--- src/flow_pkg.sv ---
// Shared constants for the program-flow core: instruction layout, ALU ops,
// register offsets and field positions.
// Assumes one 20 MHz clock and an AXI4-Lite master for the register port.
package flow_pkg;

  // ----------------------------------------------------------------------
  // Widths and vectors
  // ----------------------------------------------------------------------
  localparam int             PC_W         = 12;
  localparam int             PCL_W        = 8;
  localparam int             DATA_W       = 8;
  localparam int             INSN_W       = 16;
  localparam int             AXI_AW       = 4;
  localparam logic [11:0]    RESET_VECTOR = 12'h000;
  localparam logic [11:0]    PC_STEP      = 12'h001;
  localparam int             PHASE_COUNT  = 4;

  // ----------------------------------------------------------------------
  // Instruction fields
  // ----------------------------------------------------------------------
  localparam int OP_MSB  = 15;
  localparam int OP_LSB  = 12;
  localparam int AOP_MSB = 11;
  localparam int AOP_LSB = 8;
  localparam int IMM_MSB = 7;
  localparam int TGT_MSB = 11;

  // ----------------------------------------------------------------------
  // Instruction classes
  // ----------------------------------------------------------------------
  localparam logic [3:0] OP_NOP      = 4'h0;
  localparam logic [3:0] OP_ALU      = 4'h1;
  localparam logic [3:0] OP_JUMP     = 4'h2;
  localparam logic [3:0] OP_CALL     = 4'h3;
  localparam logic [3:0] OP_SUB_RET  = 4'h4;
  localparam logic [3:0] OP_INT_RET  = 4'h5;
  localparam logic [3:0] OP_SKIP_Z   = 4'h6;
  localparam logic [3:0] OP_WR_PCL   = 4'h7;

  // ----------------------------------------------------------------------
  // ALU operations
  // ----------------------------------------------------------------------
  localparam logic [3:0] ALU_ADD = 4'h0;
  localparam logic [3:0] ALU_ADC = 4'h1;
  localparam logic [3:0] ALU_SUB = 4'h2;
  localparam logic [3:0] ALU_SBC = 4'h3;
  localparam logic [3:0] ALU_DEC_ADJ = 4'h4;
  localparam logic [3:0] ALU_AND = 4'h5;
  localparam logic [3:0] ALU_OR  = 4'h6;
  localparam logic [3:0] ALU_XOR = 4'h7;
  localparam logic [3:0] ALU_CPL = 4'h8;
  localparam logic [3:0] ALU_RR  = 4'h9;
  localparam logic [3:0] ALU_RRC = 4'ha;
  localparam logic [3:0] ALU_RL  = 4'hb;
  localparam logic [3:0] ALU_RLC = 4'hc;
  localparam logic [3:0] ALU_INC = 4'hd;
  localparam logic [3:0] ALU_DEC = 4'he;
  localparam logic [3:0] ALU_MOV = 4'hf;
  localparam logic [3:0] BCD_LIMIT = 4'h9;
  localparam logic [7:0] BCD_LO_FIX = 8'h06;
  localparam logic [7:0] BCD_HI_FIX = 8'h60;

  // ----------------------------------------------------------------------
  // Registers and fields
  // ----------------------------------------------------------------------
  localparam logic [3:0] REG_PCL     = 4'h0;
  localparam logic [3:0] REG_STATUS  = 4'h4;
  localparam logic [3:0] REG_CONTROL = 4'h8;
  localparam int ST_ACC_LSB  = 0;
  localparam int ST_FLG_LSB  = 8;
  localparam int ST_PEND_BIT = 12;
  localparam int FLG_C  = 0;
  localparam int FLG_AC = 1;
  localparam int FLG_Z  = 2;
  localparam int FLG_OV = 3;
  localparam int CTL_EMI = 0;
  localparam logic [1:0] RESP_OKAY   = 2'h0;
  localparam logic [1:0] RESP_SLVERR = 2'h2;

  typedef enum logic [1:0] {PH_T1, PH_T2, PH_T3, PH_T4} phase_e;

endpackage

--- src/cpu_program_flow_control.sv ---
// Program-flow core: four-phase instruction cycle, prefetch pipeline,
// 12-bit program counter, return stack, interrupt gating and ALU.
// Assumes program memory returns data for prog_addr by phase four,
// and an AXI4-Lite master on the register port.
// Operation
// RL1: Four phases form one instruction cycle
// RL2: Phase one advances counter, starts fetch
// RL3: Phases two to four execute prefetched instruction
// RL4: Fetch overlaps execution, one per cycle
// RL5: Branches take two cycles each
// RL6: Counter increments by one otherwise
// RL7: Twelve-bit counter, only low byte accessible
// RL8: Low-byte write jumps within page
// RL9: Low-byte write inserts one dummy cycle
// RL10: Taken skip discards prefetch, dummy cycle
// RL11: Jumps, calls, interrupts load target directly
// RL12: Return stack hidden from software
// RL13: Call or acknowledge pushes counter
// RL14: Returns pop stack into counter
// RL15: Reset points stack to top
// RL16: Full stack holds interrupt until return
// RL17: Call on full stack overwrites oldest
// RL18: ALU writes result and flags
// RL19: ALU supports all operation classes
// RL20: Stack depth parameter, level gives full/empty
module cpu_program_flow_control #(
  parameter int          STACK_DEPTH = 8,
  parameter logic [11:0] IRQ_VECTOR  = 12'h004
) (
  // Clock and reset
  input  wire logic        aclk,
  input  wire logic        aresetn,
  // AXI4-Lite write
  input  wire logic [3:0]  awaddr,
  input  wire logic        awvalid,
  output logic             awready,
  input  wire logic [31:0] wdata,
  input  wire logic [3:0]  wstrb,
  input  wire logic        wvalid,
  output logic             wready,
  output logic [1:0]       bresp,
  output logic             bvalid,
  input  wire logic        bready,
  // AXI4-Lite read
  input  wire logic [3:0]  araddr,
  input  wire logic        arvalid,
  output logic             arready,
  output logic [31:0]      rdata,
  output logic [1:0]       rresp,
  output logic             rvalid,
  input  wire logic        rready,
  // Program memory
  output logic [11:0]      prog_addr,
  input  wire logic [15:0] prog_data,
  // Interrupt and instruction phase
  input  wire logic        irq_req,
  output logic             irq_ack,
  output logic [1:0]       instruction_phases
);

  localparam int SP_W  = $clog2(STACK_DEPTH);
  localparam int LVL_W = $clog2(STACK_DEPTH + 1);
  localparam logic [LVL_W-1:0] LVL_FULL = LVL_W'(STACK_DEPTH);
  localparam logic [LVL_W-1:0] LVL_ONE  = LVL_W'(1);

  if (STACK_DEPTH < 2 || (STACK_DEPTH & (STACK_DEPTH - 1)) != 0) begin : g_chk
    $error("STACK_DEPTH must be a power of two of at least 2");
  end

  // ----------------------------------------------------------------------
  // State
  // ----------------------------------------------------------------------
  flow_pkg::phase_e  phase_q;
  logic [11:0]       pc_q, pc_d;
  logic [15:0]       ir_q;
  logic              ir_valid_q;
  logic [7:0]        acc_q;
  logic [3:0]        flags_q;
  logic              emi_q, irq_pend_q, ack_q;
  logic              pcl_pend_q;
  logic [7:0]        pcl_data_q;
  logic [11:0]       stack_mem [STACK_DEPTH];
  logic [SP_W-1:0]   sp_q;
  logic [LVL_W-1:0]  level_q;
  logic [7:0]        alu_res;
  logic [3:0]        alu_flags;

  function automatic logic mapped(input logic [3:0] a);
    mapped = (a == flow_pkg::REG_PCL) || (a == flow_pkg::REG_STATUS) ||
             (a == flow_pkg::REG_CONTROL);
  endfunction

  // ----------------------------------------------------------------------
  // Phase sequencer
  // ----------------------------------------------------------------------
  logic t4;
  assign t4 = (phase_q == flow_pkg::PH_T4);

  always_ff @(posedge aclk) begin
    if (!aresetn) begin
      phase_q <= flow_pkg::PH_T1;
    end else begin
      unique case (phase_q) // [RL1]
        flow_pkg::PH_T1: phase_q <= flow_pkg::PH_T2;
        flow_pkg::PH_T2: phase_q <= flow_pkg::PH_T3;
        flow_pkg::PH_T3: phase_q <= flow_pkg::PH_T4;
        flow_pkg::PH_T4: phase_q <= flow_pkg::PH_T1;
      endcase
    end
  end

  assign instruction_phases = phase_q;

  // ----------------------------------------------------------------------
  // Decode and flow control
  // ----------------------------------------------------------------------
  logic [3:0]  opc;
  logic        exec, full, empty, flow, skip_hit;
  logic        irq_take, pcl_take, push, pop, flush, alu_wr;
  logic [11:0] stack_top;

  assign opc       = ir_q[flow_pkg::OP_MSB:flow_pkg::OP_LSB];
  assign exec      = t4 && ir_valid_q; // [RL3]
  assign full      = (level_q == LVL_FULL); // [RL20]
  assign empty     = (level_q == '0);
  assign stack_top = stack_mem[SP_W'(sp_q - 1'b1)];
  assign skip_hit  = exec && opc == flow_pkg::OP_SKIP_Z && acc_q == 8'h00;
  assign flow      = skip_hit || (exec && (opc == flow_pkg::OP_JUMP ||
                     opc == flow_pkg::OP_CALL || opc == flow_pkg::OP_SUB_RET ||
                     opc == flow_pkg::OP_INT_RET || opc == flow_pkg::OP_WR_PCL));
  assign irq_take  = t4 && irq_pend_q && emi_q && !full && !flow; // [RL16]
  assign pcl_take  = t4 && pcl_pend_q && !flow && !irq_take;
  assign alu_wr    = exec && opc == flow_pkg::OP_ALU;

  always_comb begin
    pc_d  = pc_q;
    flush = 1'b0;
    push  = 1'b0;
    pop   = 1'b0;
    if (t4) begin
      pc_d = pc_q + flow_pkg::PC_STEP; // [RL6] [RL4]
      if (irq_take) begin
        pc_d  = IRQ_VECTOR; // [RL11]
        push  = 1'b1; // [RL13]
        flush = 1'b1;
      end else if (pcl_take) begin
        pc_d  = {pc_q[11:8], pcl_data_q}; // [RL8] [RL7]
        flush = 1'b1; // [RL9]
      end else if (exec) begin
        unique case (opc)
          flow_pkg::OP_JUMP: begin
            pc_d  = ir_q[flow_pkg::TGT_MSB:0]; // [RL11]
            flush = 1'b1; // [RL5]
          end
          flow_pkg::OP_CALL: begin
            pc_d  = ir_q[flow_pkg::TGT_MSB:0];
            push  = 1'b1; // [RL13] [RL17]
            flush = 1'b1;
          end
          flow_pkg::OP_SUB_RET, flow_pkg::OP_INT_RET: begin
            pc_d  = stack_top; // [RL14]
            pop   = 1'b1;
            flush = 1'b1;
          end
          flow_pkg::OP_SKIP_Z: flush = skip_hit; // [RL10]
          flow_pkg::OP_WR_PCL: begin
            pc_d  = {pc_q[11:8], acc_q}; // [RL8]
            flush = 1'b1; // [RL9]
          end
          default: ;
        endcase
      end
    end
  end

  // ----------------------------------------------------------------------
  // Counter and prefetch pipeline
  // ----------------------------------------------------------------------
  always_ff @(posedge aclk) begin
    if (!aresetn) begin
      pc_q       <= flow_pkg::RESET_VECTOR; // [RL11]
      ir_q       <= '0;
      ir_valid_q <= 1'b0;
    end else if (t4) begin
      pc_q       <= pc_d; // [RL2]
      ir_q       <= prog_data; // [RL4]
      ir_valid_q <= !flush;
    end
  end

  assign prog_addr = pc_q;

  // ----------------------------------------------------------------------
  // Return stack
  // ----------------------------------------------------------------------
  always_ff @(posedge aclk) begin
    if (push) begin
      stack_mem[sp_q] <= pc_q; // [RL13] [RL12]
    end
  end

  always_ff @(posedge aclk) begin
    if (!aresetn) begin
      sp_q    <= '0; // [RL15]
      level_q <= '0;
    end else if (push) begin
      sp_q <= SP_W'(sp_q + 1'b1); // [RL17]
      if (!full) level_q <= LVL_W'(level_q + LVL_ONE);
    end else if (pop && !empty) begin
      sp_q    <= SP_W'(sp_q - 1'b1); // [RL14]
      level_q <= LVL_W'(level_q - LVL_ONE);
    end
  end

  // ----------------------------------------------------------------------
  // Interrupt gating
  // ----------------------------------------------------------------------
  always_ff @(posedge aclk) begin
    if (!aresetn) begin
      irq_pend_q <= 1'b0;
      ack_q      <= 1'b0;
    end else begin
      ack_q <= irq_take;
      if (irq_req) irq_pend_q <= 1'b1; // [RL16]
      else if (irq_take) irq_pend_q <= 1'b0;
    end
  end

  assign irq_ack = ack_q;

  // ----------------------------------------------------------------------
  // ALU
  // ----------------------------------------------------------------------
  flow_alu u_alu (
    .op        (ir_q[flow_pkg::AOP_MSB:flow_pkg::AOP_LSB]),
    .a         (acc_q),
    .b         (ir_q[flow_pkg::IMM_MSB:0]),
    .flags_in  (flags_q),
    .res       (alu_res),
    .flags_out (alu_flags)
  ); // [RL19]

  always_ff @(posedge aclk) begin
    if (!aresetn) begin
      acc_q   <= '0;
      flags_q <= '0;
    end else if (alu_wr) begin
      acc_q   <= alu_res; // [RL18]
      flags_q <= alu_flags;
    end
  end

  // ----------------------------------------------------------------------
  // AXI4-Lite slave
  // ----------------------------------------------------------------------
  logic        aw_hold_q, w_hold_q, bvalid_q, rvalid_q, wr_go;
  logic [3:0]  aw_addr_q, w_strb_q;
  logic [31:0] w_data_q, rdata_q;
  logic [1:0]  bresp_q, rresp_q;

  assign awready = !aw_hold_q && !bvalid_q;
  assign wready  = !w_hold_q && !bvalid_q;
  assign arready = !rvalid_q;
  assign wr_go   = aw_hold_q && w_hold_q && !bvalid_q;
  assign bvalid  = bvalid_q;
  assign bresp   = bresp_q;
  assign rvalid  = rvalid_q;
  assign rdata   = rdata_q;
  assign rresp   = rresp_q;

  always_ff @(posedge aclk) begin
    if (!aresetn) begin
      aw_hold_q <= 1'b0;
      w_hold_q  <= 1'b0;
      aw_addr_q <= '0;
      w_data_q  <= '0;
      w_strb_q  <= '0;
      bvalid_q  <= 1'b0;
      bresp_q   <= flow_pkg::RESP_OKAY;
    end else begin
      if (awvalid && awready) begin
        aw_hold_q <= 1'b1;
        aw_addr_q <= awaddr;
      end
      if (wvalid && wready) begin
        w_hold_q <= 1'b1;
        w_data_q <= wdata;
        w_strb_q <= wstrb;
      end
      if (wr_go) begin
        aw_hold_q <= 1'b0;
        w_hold_q  <= 1'b0;
        bvalid_q  <= 1'b1;
        bresp_q   <= mapped(aw_addr_q) ? flow_pkg::RESP_OKAY : flow_pkg::RESP_SLVERR;
      end else if (bvalid_q && bready) begin
        bvalid_q <= 1'b0;
      end
    end
  end

  logic pcl_wr, ctl_wr;
  assign pcl_wr = wr_go && aw_addr_q == flow_pkg::REG_PCL && w_strb_q[0];
  assign ctl_wr = wr_go && aw_addr_q == flow_pkg::REG_CONTROL && w_strb_q[0];

  always_ff @(posedge aclk) begin
    if (!aresetn) begin
      pcl_pend_q <= 1'b0;
      pcl_data_q <= '0;
    end else if (pcl_wr) begin
      pcl_pend_q <= 1'b1; // [RL9]
      pcl_data_q <= w_data_q[7:0];
    end else if (pcl_take) begin
      pcl_pend_q <= 1'b0;
    end
  end

  always_ff @(posedge aclk) begin
    if (!aresetn) begin
      emi_q <= 1'b0;
    end else if (irq_take) begin
      emi_q <= 1'b0;
    end else if (exec && opc == flow_pkg::OP_INT_RET) begin
      emi_q <= 1'b1;
    end else if (ctl_wr) begin
      emi_q <= w_data_q[flow_pkg::CTL_EMI];
    end
  end

  always_ff @(posedge aclk) begin
    if (!aresetn) begin
      rvalid_q <= 1'b0;
      rdata_q  <= '0;
      rresp_q  <= flow_pkg::RESP_OKAY;
    end else if (arvalid && arready) begin
      rvalid_q <= 1'b1;
      rresp_q  <= mapped(araddr) ? flow_pkg::RESP_OKAY : flow_pkg::RESP_SLVERR;
      rdata_q  <= '0;
      unique case (araddr)
        flow_pkg::REG_PCL: rdata_q[7:0] <= pc_q[7:0]; // [RL7]
        flow_pkg::REG_STATUS: begin
          rdata_q[flow_pkg::ST_ACC_LSB +: 8]  <= acc_q;
          rdata_q[flow_pkg::ST_FLG_LSB +: 4]  <= flags_q;
          rdata_q[flow_pkg::ST_PEND_BIT]      <= irq_pend_q;
        end
        flow_pkg::REG_CONTROL: rdata_q[flow_pkg::CTL_EMI] <= emi_q;
        default: ;
      endcase
    end else if (rvalid_q && rready) begin
      rvalid_q <= 1'b0;
    end
  end

  // ----------------------------------------------------------------------
  // Assertions
  // ----------------------------------------------------------------------
  property p_phase_ring;
    @(posedge aclk) disable iff (!aresetn)
    phase_q == flow_pkg::PH_T1 |=> phase_q == flow_pkg::PH_T2 ##1
      phase_q == flow_pkg::PH_T3 ##1 phase_q == flow_pkg::PH_T4 ##1 phase_q == flow_pkg::PH_T1;
  endproperty
  a_phase_ring: assert property (p_phase_ring) else $error("phase ring broken"); // [RL1]

  property p_pc_only_t1;
    @(posedge aclk) disable iff (!aresetn) !t4 |=> $stable(pc_q);
  endproperty
  a_pc_only_t1: assert property (p_pc_only_t1) else $error("pc moved off phase"); // [RL2]

  property p_seq_step;
    @(posedge aclk) disable iff (!aresetn)
    t4 && !flow && !irq_take && !pcl_take |=> pc_q == $past(pc_q) + 12'h001 && ir_valid_q;
  endproperty
  a_seq_step: assert property (p_seq_step) else $error("pc not incremented"); // [RL6]

  property p_jump_two;
    @(posedge aclk) disable iff (!aresetn)
    exec && !irq_take && !pcl_take && opc == flow_pkg::OP_JUMP |=>
      pc_q == $past(ir_q[11:0]) && !ir_valid_q ##3 t4 && !ir_valid_q;
  endproperty
  a_jump_two: assert property (p_jump_two) else $error("jump not two cycles"); // [RL5]

  property p_pcl_page;
    @(posedge aclk) disable iff (!aresetn)
    pcl_take |=> pc_q[11:8] == $past(pc_q[11:8]) && pc_q[7:0] == $past(pcl_data_q)
      && !ir_valid_q;
  endproperty
  a_pcl_page: assert property (p_pcl_page) else $error("low-byte jump wrong"); // [RL8]

  property p_skip_dummy;
    @(posedge aclk) disable iff (!aresetn) skip_hit |=> !ir_valid_q;
  endproperty
  a_skip_dummy: assert property (p_skip_dummy) else $error("skip kept prefetch"); // [RL10]

  property p_push_level;
    @(posedge aclk) disable iff (!aresetn)
    push |=> level_q == ($past(full) ? $past(level_q) : $past(level_q) + LVL_ONE);
  endproperty
  a_push_level: assert property (p_push_level) else $error("push level wrong"); // [RL17]

  property p_ret_pop;
    @(posedge aclk) disable iff (!aresetn) pop |=> pc_q == $past(stack_top);
  endproperty
  a_ret_pop: assert property (p_ret_pop) else $error("return address wrong"); // [RL14]

  property p_full_hold;
    @(posedge aclk) disable iff (!aresetn) full && irq_pend_q |=> irq_pend_q && !irq_ack;
  endproperty
  a_full_hold: assert property (p_full_hold) else $error("ack on full stack"); // [RL16]

  property p_alu_wr;
    @(posedge aclk) disable iff (!aresetn)
    alu_wr |=> acc_q == $past(alu_res) && flags_q == $past(alu_flags);
  endproperty
  a_alu_wr: assert property (p_alu_wr) else $error("alu result lost"); // [RL18]

  c_irq_ack:  cover property (@(posedge aclk) disable iff (!aresetn) irq_take);
  c_overflow: cover property (@(posedge aclk) disable iff (!aresetn) push && full);
  c_pcl_jump: cover property (@(posedge aclk) disable iff (!aresetn) pcl_take);

endmodule // cpu_program_flow_control

--- src/flow_alu.sv ---
// Combinational 8-bit ALU with carry, half carry, zero and overflow.
// Assumes the caller latches result and flags when it executes.
module flow_alu (
  // Operation
  input  wire logic [3:0] op,
  input  wire logic [7:0] a,
  input  wire logic [7:0] b,
  input  wire logic [3:0] flags_in,
  // Result
  output logic      [7:0] res,
  output logic      [3:0] flags_out
);

  // ----------------------------------------------------------------------
  // Datapath
  // ----------------------------------------------------------------------
  logic [8:0] sum9;
  logic [4:0] half;
  logic [7:0] bx;
  logic [7:0] adj;
  logic       ci;
  logic       arith;

  always_comb begin
    res       = a;
    flags_out = flags_in;
    arith     = 1'b0;
    bx        = b;
    ci        = 1'b0;
    adj       = 8'h00;
    unique case (op)
      flow_pkg::ALU_ADD: begin arith = 1'b1; end
      flow_pkg::ALU_ADC: begin arith = 1'b1; ci = flags_in[flow_pkg::FLG_C]; end
      flow_pkg::ALU_SUB: begin arith = 1'b1; bx = ~b; ci = 1'b1; end
      flow_pkg::ALU_SBC: begin arith = 1'b1; bx = ~b; ci = flags_in[flow_pkg::FLG_C]; end
      flow_pkg::ALU_INC: begin arith = 1'b1; bx = 8'h00; ci = 1'b1; end
      flow_pkg::ALU_DEC: begin arith = 1'b1; bx = 8'hff; end
      default: ;
    endcase
    sum9 = {1'b0, a} + {1'b0, bx} + {8'h00, ci};
    half = {1'b0, a[3:0]} + {1'b0, bx[3:0]} + {4'h0, ci};
    if (arith) begin
      res = sum9[7:0];
      flags_out[flow_pkg::FLG_C]  = sum9[8];
      flags_out[flow_pkg::FLG_AC] = half[4];
      flags_out[flow_pkg::FLG_OV] = (a[7] == bx[7]) && (sum9[7] != a[7]);
    end
    unique case (op)
      flow_pkg::ALU_DEC_ADJ: begin
        if (a[3:0] > flow_pkg::BCD_LIMIT || flags_in[flow_pkg::FLG_AC])
          adj = adj | flow_pkg::BCD_LO_FIX;
        if (a[7:4] > flow_pkg::BCD_LIMIT || flags_in[flow_pkg::FLG_C])
          adj = adj | flow_pkg::BCD_HI_FIX;
        sum9 = {1'b0, a} + {1'b0, adj};
        res  = sum9[7:0];
        flags_out[flow_pkg::FLG_C] = sum9[8] | flags_in[flow_pkg::FLG_C];
      end
      flow_pkg::ALU_AND: res = a & b;
      flow_pkg::ALU_OR:  res = a | b;
      flow_pkg::ALU_XOR: res = a ^ b;
      flow_pkg::ALU_CPL: res = ~a;
      flow_pkg::ALU_RR:  res = {a[0], a[7:1]};
      flow_pkg::ALU_RRC: begin
        res = {flags_in[flow_pkg::FLG_C], a[7:1]};
        flags_out[flow_pkg::FLG_C] = a[0];
      end
      flow_pkg::ALU_RL:  res = {a[6:0], a[7]};
      flow_pkg::ALU_RLC: begin
        res = {a[6:0], flags_in[flow_pkg::FLG_C]};
        flags_out[flow_pkg::FLG_C] = a[7];
      end
      flow_pkg::ALU_MOV: res = b;
      default: ;
    endcase
    flags_out[flow_pkg::FLG_Z] = (res == 8'h00);
  end

endmodule // flow_alu

--- config.mk ---
export PLATFORM = sky130hd
export DESIGN_NAME = cpu_program_flow_control
export DESIGN_NICKNAME = d
export VERILOG_FILES = /design/src/flow_pkg.sv /design/src/cpu_program_flow_control.sv /design/src/flow_alu.sv
export SDC_FILE = /design/constraint.sdc
export NUM_CORES = 1
export LEC_CHECK = 0
export BUFFER_PORTS_ARGS = -buffer_cell sky130_fd_sc_hd__buf_4
export CORE_MARGIN = 2
export CORE_UTILIZATION = 40
export DETAILED_ROUTE_END_ITERATION = 16
export GPL_TIMING_DRIVEN = 0
export PLACE_DENSITY = 0.59
export SYNTH_ARGS = -nofsm -noshare
export SYNTH_HDL_FRONTEND = slang
export SYNTH_SLANG_ARGS = --single-unit
--- constraint.sdc ---
create_clock -name aclk -period 5.4 [get_ports aclk]
set_input_delay 0 -clock aclk [delete_from_list [all_inputs] [get_ports aclk]]
set_output_delay 0 -clock aclk [all_outputs]
set_load 0.01 [all_outputs]
# == Yosys cells after proc, flatten, opt, wreduce, memory -nomap -nowiden ==
# Memories as Yosys holds them, arrays and structs flattened.
# Cells that the tools add are included.
# W data, S select, Z words.
# op_classes
add_sub_neg,10
magnitude_cmp,2
n_eq_ne,35
reduce_logical,75
mux,52
bitwise_logic,7
# op_table
cell,n
$pmux W8 S10,1
$eq A4 B4 Y1 const B,11
$eq A4 B3 Y1 const B,10
$mux W12,3
$pmux W12 S3,1
$logic_and A1 B1 Y1,28
$mux W1,28
$pmux W8 S3,1
$add A8 B8 Y9,2
$eq A4 B2 Y1 const B,4
$logic_not A4 Y1,4
$logic_not A8 Y1,2
$mux W8,2
$not A8 Y8,2
$pmux W7 S2,1
$reduce_or A2 Y1,7
$add A12 B1 Y12 const B,1
$mux W4,3
$reduce_bool A2 Y1,6
$logic_or A1 B1 Y1,11
$add A9 B1 Y9,1
$logic_not A1 Y1,9
$mux W3,3
$and A8 B8 Y8,1
other kinds (30),39
# word_totals
ramBits,96
output_inout_bits,56
memories,1
ff_bits,96
inputBits,68
# memory_table
name,words,word_bits,read_ports,rd_ports_with_merged_regs,write_ports,line,rtl
stack_mem,8,12,1,0,1,cpu_program_flow_control.sv:82,logic [11:0] stack_mem [STACK_DEPTH];

# == Depth between registers and ports, before layout ==
# Gate-level depths: netlist of run 1.
# depth
ltp_word,17
ltp_mapped,16

# == Hierarchy ==
# A second synthesis of run 1 with hierarchy kept.
# unflattened
cells_unflattened,1007
hier_area_um2,10373.7
# modules_own_cells
module,area_per_inst_um2,cells_per_inst,instances
cpu_program_flow_control,8373.0,714,1
flow_alu,2000.7,293,1

# == Least setup slack after synthesis of run 1 ==
# No wires, ideal clock.
# synth_timing
path_kind,reg2reg
from,register ir_q[9]
to,register flags_q[0]
synth_period_minus_slack_ps,3667
path_slack_ps,1733
stages_incl_launch_ff,16
arrival_time_ps,3548
path_cell_list,dfxtp_1 -> buf_4 -> buf_6 -> clkbuf_1 -> and2_1 -> clkbuf_1 -> a221oi_1 -> fa_1 -> fa_1 -> a21o_1 -> a21oi_1 -> o21ai_0 -> a21o_1 -> a221oi_1 -> a21oi_1 -> o221a_2
# synth_via
elab_chain_cells,7
elab_cells_between_ends,22
cone_classes,add/sub (2); eq/ne (8); mux (5); reduce/logical (7)
# synth_lines
element,line,rtl
"start, declared",cpu_program_flow_control.sv:75,logic [15:0] ir_q;
"start signal, assigned",cpu_program_flow_control.sv:186,ir_q <= prog_data;
$eq A4 B2 Y1,flow_alu.sv:31,unique case (op)
$reduce_or A2 Y1 (no source line),--,
$pmux W8 S3,flow_alu.sv:31,
$add A8 B8 Y9,flow_alu.sv:40,"sum9 = {1'b0, a} + {1'b0, bx} + {8'h00, ci};"
$add A9 B1 Y9,flow_alu.sv:40,
$mux W1,flow_alu.sv:42,if (arith) begin
$pmux W1 S3,flow_alu.sv:48,unique case (op)
"end signal, assigned",cpu_program_flow_control.sv:249,flags_q <= alu_flags;
"end, declared",cpu_program_flow_control.sv:78,logic [3:0] flags_q;
# Parallel ways exist; a longest one is shown, timed or not. The select of a mux whose other input is x is not followed.
# A chain may end at the register's enable or synchronous reset.

# == Worst setup path after layout of run 1 ==
# Same ends and word-level chain as after synthesis.

==> impl_results.md, run 1 <==
- Layout cells sized above 1: 18.1%
- Leading area contributor after synthesis: edfxtp_1
- Slew at the pin closest to its max-slew limit: 1.22 ns
- Fmax: 0.223 GHz
- Ys async rst share: 0%
- Most numerous cell in the Yosys netlist: nor2_1
- Layout overhead on the synthesized area: 21.0%
- DRT antenna net count: 0
- Nets@finish: 1207
- Setup WS post-layout: 0.918 ns
- Setup Crit Path Kind: reg -> reg
- Fin. max-slew vios: 0
- TritonCTS buffer count: 17
- Mean Syn Cell Area: 10.5 um^2
- Highest routed layer: met4
- Initial antenna violation count: 0
- Outcome: complete, no violations
- Sequential element share of the synthesized area: 47.8%
- MaxCap Viol Count: 0
- CTS max path bufs: 2
- Top cells by area, synth: edfxtp_1, dfxtp_1, mux2i_1, mux4_2, ha_1
- Max H-tree Level: 4
- Primary FF master, synth: edfxtp_1
- Post-Place Setup Slack: 0.968 ns
- Final worst path period share: 83.0%
- Fin Setup TNS: 0 ns
- Global-route wire length before repair: 44300 um
- Clock transition at path regs: 0.08 ns
- Port Buffers: 74
- Hold crit path type: in -> reg
- Clk_lat worst skew: 0.44 ns
- Chip height: 162 um
- DRC Markers: 0
- Final Setup Violations: 0
- Wire per inst: 20.1 um
- Post-Route WL: 28900 um
- Number of enable flip-flop cells after synthesis: 96
- CP startpoint kind: flip-flop
- Unrepaired setup endpoints after global routing: no
- Footprint of the multi-input gates: 4780 um^2
- GR Util All Layers: 22.1%
- M1 wire length: 13200 um
- Pwr per Cell Area: 272 nW/um^2
- Starting Density: 40.9%
- Site row count: 57
- Post-synthesis cell area: 9970 um^2
- Num ports: 124
- Gr ovfl total: 0
- Fillers: 2295
- Distinct cells, synth: 78
- Core area: 24400 um^2
- Vias per inst: 5.56
- Lkg Pwr: 4.70 nW
- Worst-path maximum fanout: 10
- Max VDD drop: 149 uV
- Clock root buffer: clkbuf_16
- Largest net degree at the start of global routing: 22
- Worst Skew: 0.0149 ns
- Top post-synthesis cells by count: nor2_1, edfxtp_1, dfxtp_1
- Synth Instances: 945
- TritonCTS sink count: 190
- Crit path required time: 5.74 ns
- Die W: 162 um
- Initial DRC Count: 685
- Router iterations before antenna repair: 8
- WL met3: 1520 um
- Die area: 26200 um^2
- Capturing element type of the critical path: flip-flop
- Ant. Diodes: 0
- Met2 WL post-DR: 13500 um
- Slew headroom: 18.7%
- Crit path DAT: 4.82 ns
- Number of global-route vias before repair: 7558
- Routability cong.: 0.944
- Hpwl dp: 20600 um
- Fin crit period: 4.48 ns
- Final hold viol count: 0
- Via count: 7991
- Cts repair resizes: 0
- YS warnings: 0
- Area share of the largest cell type after synthesis: 28.9%
- Yosys reg bits: 190
- CTS tree: built
- FF+latch area: 4760 um^2
==> repair_timing <==
item,in CTS,in global routing
buffers inserted,0,0
endpoints found under the hold margin,34,0
hold buffers,37,0
==> layout make-up <==
class / count / area share, %
buffer: 81 / 3.49
clock buffer: 17 / 3.53
clock inverter: 15 / 1.50
inverter: 28 / 0.871
multi-input combinational: 666 / 39.6
sequential: 190 / 39.5
tap: 324 / 3.36
timing repair buffer: 116 / 8.11
==> registers in the layout (all words and copies together) (netlist names), 2 cells and up <==
register	flops
sp_q	3
level_q	4
rdata	13
ir_q	16
stack_mem	96
aw_addr_q	4
acc_q	8
w_data_q	8
flags_q	4
pcl_data_q	8
prog_addr	12
instruction_phases	2
==> layer usage <==
layer / GRT usage, % / vias to the layer above
li1: - / 3788
met1: 30.7 / 3906
met2: 35.5 / 250
met3: 3.78 / 47
met4: 6.76 / 0
met5: 0 / -
==> placed cells by master (no fill, tap or decap), types with 18 or more instances in the layout <==
cell type	netlist	routed
inv_1	26	26
a21oi_1	58	58
conb_1	1	21
a22oi_1	20	20
nand2_1	62	62
nor3_1	22	18
buf_4	24	99
nor2_1	110	108
dlygate4sd3_1	0	37
mux2i_1	56	56
clkbuf_1	35	35
ha_1	35	35
edfxtp_1	96	96
o21ai_0	30	30
dfxtp_1	94	94
mux4_2	24	24
==> final timing paths <==
path                       startpoint                        to  slack (ns)  depth (start not counted)
max              ir_q[9]$_SDFFE_PN0N_   flags_q[0]$_SDFFE_PN0P_        0.92                         15
min                            wvalid  w_data_q[2]$_SDFFE_PN0P_        0.04                          4
max reg2reg      ir_q[9]$_SDFFE_PN0N_   flags_q[0]$_SDFFE_PN0P_        0.92                         15
min reg2reg  w_data_q[7]$_SDFFE_PN0P_  w_data_q[7]$_SDFFE_PN0P_        0.46                          2
==> critical path, stage by stage, from the launching register on <==
cell,delay [ns]
dfxtp_1,0.40
buf_4,0.22
buf_6,0.17
clkbuf_1,0.45
and2_1,0.21
clkbuf_1,0.32
a221oi_1,0.19
fa_1,0.48
fa_1,0.42
a21o_1,0.17
a21oi_1,0.29
o21ai_0,0.22
a21o_1,0.22
a221oi_1,0.25
a21oi_1,0.08
o221a_2,0.27
==> power by group <==
group,switching (mW),internal (mW)
sequential,0.0373,1.53
combinational,0.243,0.175
clock,0.663,0.632
==> stage by stage <==
stage / utilization [%] / cells / area, um^2 / hold slack [ns] / total power [mW]
floorplan: - / 965 / 10000 / 0.0990 / 1.85
global placement: 45.1 / 1363 / 11000 / 0.189 / 1.99
detailed placement: 45.4 / 1368 / 11100 / 0.193 / 1.99
CTS: 49.4 / 1437 / 12100 / 0.0420 / 3.29
global route: 49.5 / 1437 / 12100 / 0.0663 / 3.39
finish: 49.5 / 1437 / 12100 / 0.0399 / 3.28
==> cell families after synthesis <==
family | share of synthesized area [%]
compound gates | 14.6
simple gates | 14.0
buf+inv | 5.28
fa+ha+maj | 5.20
mux | 11.3
xor+xnor | 1.85
other cells | 0.0376
flops | 47.8
(Power assumes the default switching activity.)
==> run 2, diff against run 1 <==
--- a/config.mk
+++ b/config.mk
@@ -10,7 +10,7 @@
 export CORE_UTILIZATION = 40
 export DETAILED_ROUTE_END_ITERATION = 16
 export GPL_TIMING_DRIVEN = 0
-export PLACE_DENSITY = 0.59
+export PLACE_DENSITY = 0.61
 export SYNTH_ARGS = -nofsm -noshare
 export SYNTH_HDL_FRONTEND = slang
 export SYNTH_SLANG_ARGS = --single-unit
==> constraint.sdc (replaced) <==
create_clock -name aclk -period 4 [get_ports aclk]
set_input_delay 0 -clock aclk [delete_from_list [all_inputs] [get_ports aclk]]
set_output_delay 0 -clock aclk [all_outputs]
set_load 0.01 [all_outputs]
==> run 2 against run 1 <==
Clock skew is 0.0031 ns higher; sequential power is 35% higher; critical path depth stayed put; register-to-register slack worse by 0.67 ns; clock-buffer cell count is 1 higher; via count is 0.18% higher; worst hold slack better by 0.0076 ns; total power is 35% higher; final cell count is 0.21% lower; global-route usage hardly changed.
==> impl_results.md, run 2 (synthesis results as in run 1) <==
- Outcome: complete, no violations
- Wire per inst: 20.2 um (+0.45%)
- Post-Route WL: 28900 um (+0.24%)
- Fmax: 0.266 GHz (+19%)
- Global-route wire length before repair: 44200 um (-0.22%)
- DRT antenna net count: 0 (unchanged)
- Crit-path max cell delay: 0.41 ns (-0.07 ns)
- Crit path required time: 4.33 ns (-1.41 ns)
- Worst Skew: 0.0180 ns (+0.00307 ns)
- Initial antenna violation count: 0 (unchanged)
- CP startpoint kind: flip-flop
- Largest net degree at the start of global routing: 22 (unchanged)
- Chip height: 162 um (unchanged)
- Max H-tree Level: 4 (unchanged)
- Register-to-register setup slack: 0.24 ns (-0.67 ns)
- Via count: 8005 (+0.18%)
- DRC Markers: 0 (unchanged)
- Crit-path cells: buf_2 > clkbuf_4 > clkbuf_4 > and3b_1 > a21oi_1 > o21ai_0 > fa_2 > fa_1 > a21o_1 > a21oi_2 > o21ai_0 > a21o_1 > a221oi_1 > a21oi_1 > o221a_2
- Lkg Pwr: 4.72 nW (+0.43%)
- Number of global-route vias before repair: 7620 (+0.82%)
- Setup Crit Path Kind: reg -> reg
- Clock transition at path regs: 0.09 ns (about the same)
- CTS tree: built
- Most common cell after layout, fill and taps aside: nor2_1
- Max VDD drop: 264 uV (+77%)
- Clk_lat worst skew: 0.44 ns (about the same)
- Final Setup Violations: 0 (unchanged)
- Core area: 24400 um^2 (unchanged)
- Worst-path maximum fanout: 10 (unchanged)
- Initial DRC Count: 623 (-9.1%)
- Commonest cells after routing, fill and taps aside: nor2_1, buf_4, edfxtp_1
- Die area: 26200 um^2 (unchanged)
- Final hold viol count: 0 (unchanged)
- MaxCap Viol Count: 0 (unchanged)
- Vias per inst: 5.58 (+0.38%)
- Routability cong.: 0.953 (+0.92%)
- Slew at the pin closest to its max-slew limit: 1.32 ns (+0.101 ns)
- Setup Buffers After CTS: 0 (unchanged)
- Port Buffers: 74 (unchanged)
- Final Instance Area: 12100 um^2 (+0.29%)
- Fin crit period: 3.76 ns (-0.726 ns)
- CTS max path bufs: 2 (unchanged)
- Pwr per Cell Area: 367 nW/um^2 (+35%)
- GR Util All Layers: 22.1% (-0.037 points)
- Layout cells sized above 1: 18.9% (+0.77 points)
- Router iterations before antenna repair: 8 (unchanged)
- Fin. max-slew vios: 0 (unchanged)
- Total Power: 4.44 mW (+35%)
- Site row count: 57 (unchanged)
- Top Family by Delay on Critical Path: compound AO/OA/AOI/OAI gates
- Num ports: 124 (unchanged)
- Top reg by flops: stack_mem
- Nets@finish: 1204 (-0.25%)
- Hold crit path type: in -> reg
- Unrepaired setup endpoints after global routing: no
- Crit-path slowest cell: fa_1
- Capturing element type of the critical path: flip-flop
- Hpwl dp: 20500 um (-0.53%)
- Largest register FFs: 96 (unchanged)
- Fillers: 2257 (-1.7%)
- Layout overhead on the synthesized area: 21.4%
- Worst Path Buf+Inv: 3 (-1)
- Clock root buffer: clkbuf_16
- Ant. Diodes: 0 (unchanged)
- Slew headroom: 11.9% (-6.8 points)
- Final worst path period share: 93.9% (+11 points)
- Placed inst area: 11100 um^2 (about the same)
- Die W: 162 um (unchanged)
- Starting Density: 40.9% (unchanged)
- TritonCTS sink count: 190 (unchanged)
- Gr ovfl total: 0 (unchanged)
- TritonCTS buffer count: 17 (unchanged)
- Crit path DAT: 4.09 ns (-0.73 ns)
-- run 2: cell count changes in the layout (fill, tap and decap cells not counted), moves of 2 or more --
cell / previous run / this run
buf_2: 16 / 13
buf_6: 5 / 7
clkbuf_1: 35 / 30
clkbuf_2: 0 / 2
clkbuf_4: 0 / 4
nor2_1: 108 / 110
nor2_2: 3 / 1
nor2b_1: 3 / 1
-- run 2: layout make-up --
type                            count  area, um^2  share of cell area [%]
Clock inverter                     14         178                    1.47
Inverter                           28         105                   0.869
Clock buffer                       18         429                    3.55
Sequential cell                   190        4770                    39.4
Buffer                             78         432                    3.57
Timing Repair Buffer              116         982                    8.12
Multi-Input combinational cell    666        4800                    39.7
Tap cell                          324         405                    3.35
-- run 2: through the flow --
| step | TNS (ns) | hold slack, ns | worst slack, ns | std cells | util [%] |
|---|---|---|---|---|---|
| CTS | 0 | 0.0430 | 0.0226 | 1435 | 49.5 |
| finish | 0 | 0.0475 | 0.244 | 1434 | 49.6 |
| detailed placement | -1.04 | 0.199 | -0.424 | 1368 | 45.5 |
| global route | 0 | 0.0558 | 0.00572 | 1434 | 49.6 |
| global placement | -4.37 | 0.190 | -0.380 | 1363 | 45.1 |
| floorplan | 0 | 0.0990 | 0.333 | 965 | - |
-- run 2: path summary, 6_finish.rpt --
| check | startpoint | end | cells past startpoint |
|---|---|---|---|
| worst min register to register | w_data_q[3]$_SDFFE_PN0P_ | w_data_q[3]$_SDFFE_PN0P_ | 2 |
| worst min-delay path | wvalid | w_data_q[1]$_SDFFE_PN0P_ | 4 |
| worst max register to register | ir_q[10]$_SDFFE_PN0N_ | flags_q[0]$_SDFFE_PN0P_ | 15 |
| worst max-delay path | ir_q[10]$_SDFFE_PN0N_ | flags_q[0]$_SDFFE_PN0P_ | 15 |
-- run 2: per-layer routing --
layer / wire length, um / GRT usage, %
met5: 0 / 0
met4: 580 / 6.40
met3: 1840 / 3.65
met2: 13700 / 36.2
met1: 12900 / 30.2
-- run 2: timing repair --
item | in CTS | in global routing
hold buffers | 37 | 0
setup endpoints to repair | 4 | 12
hold endpoints to repair | 34 | 0
resized for setup | 6 | 17
-- run 2: where the power goes --
part	internal, mW	switching, mW
combinational	0.241	0.330
clock	0.858	0.898
sequential	2.07	0.0512
-- run 2: worst min-delay path, stage by stage --
cell,delay (ns)
buf_4,0.08
nand2_1,0.18
nand2_1,0.13
a21oi_1,0.05
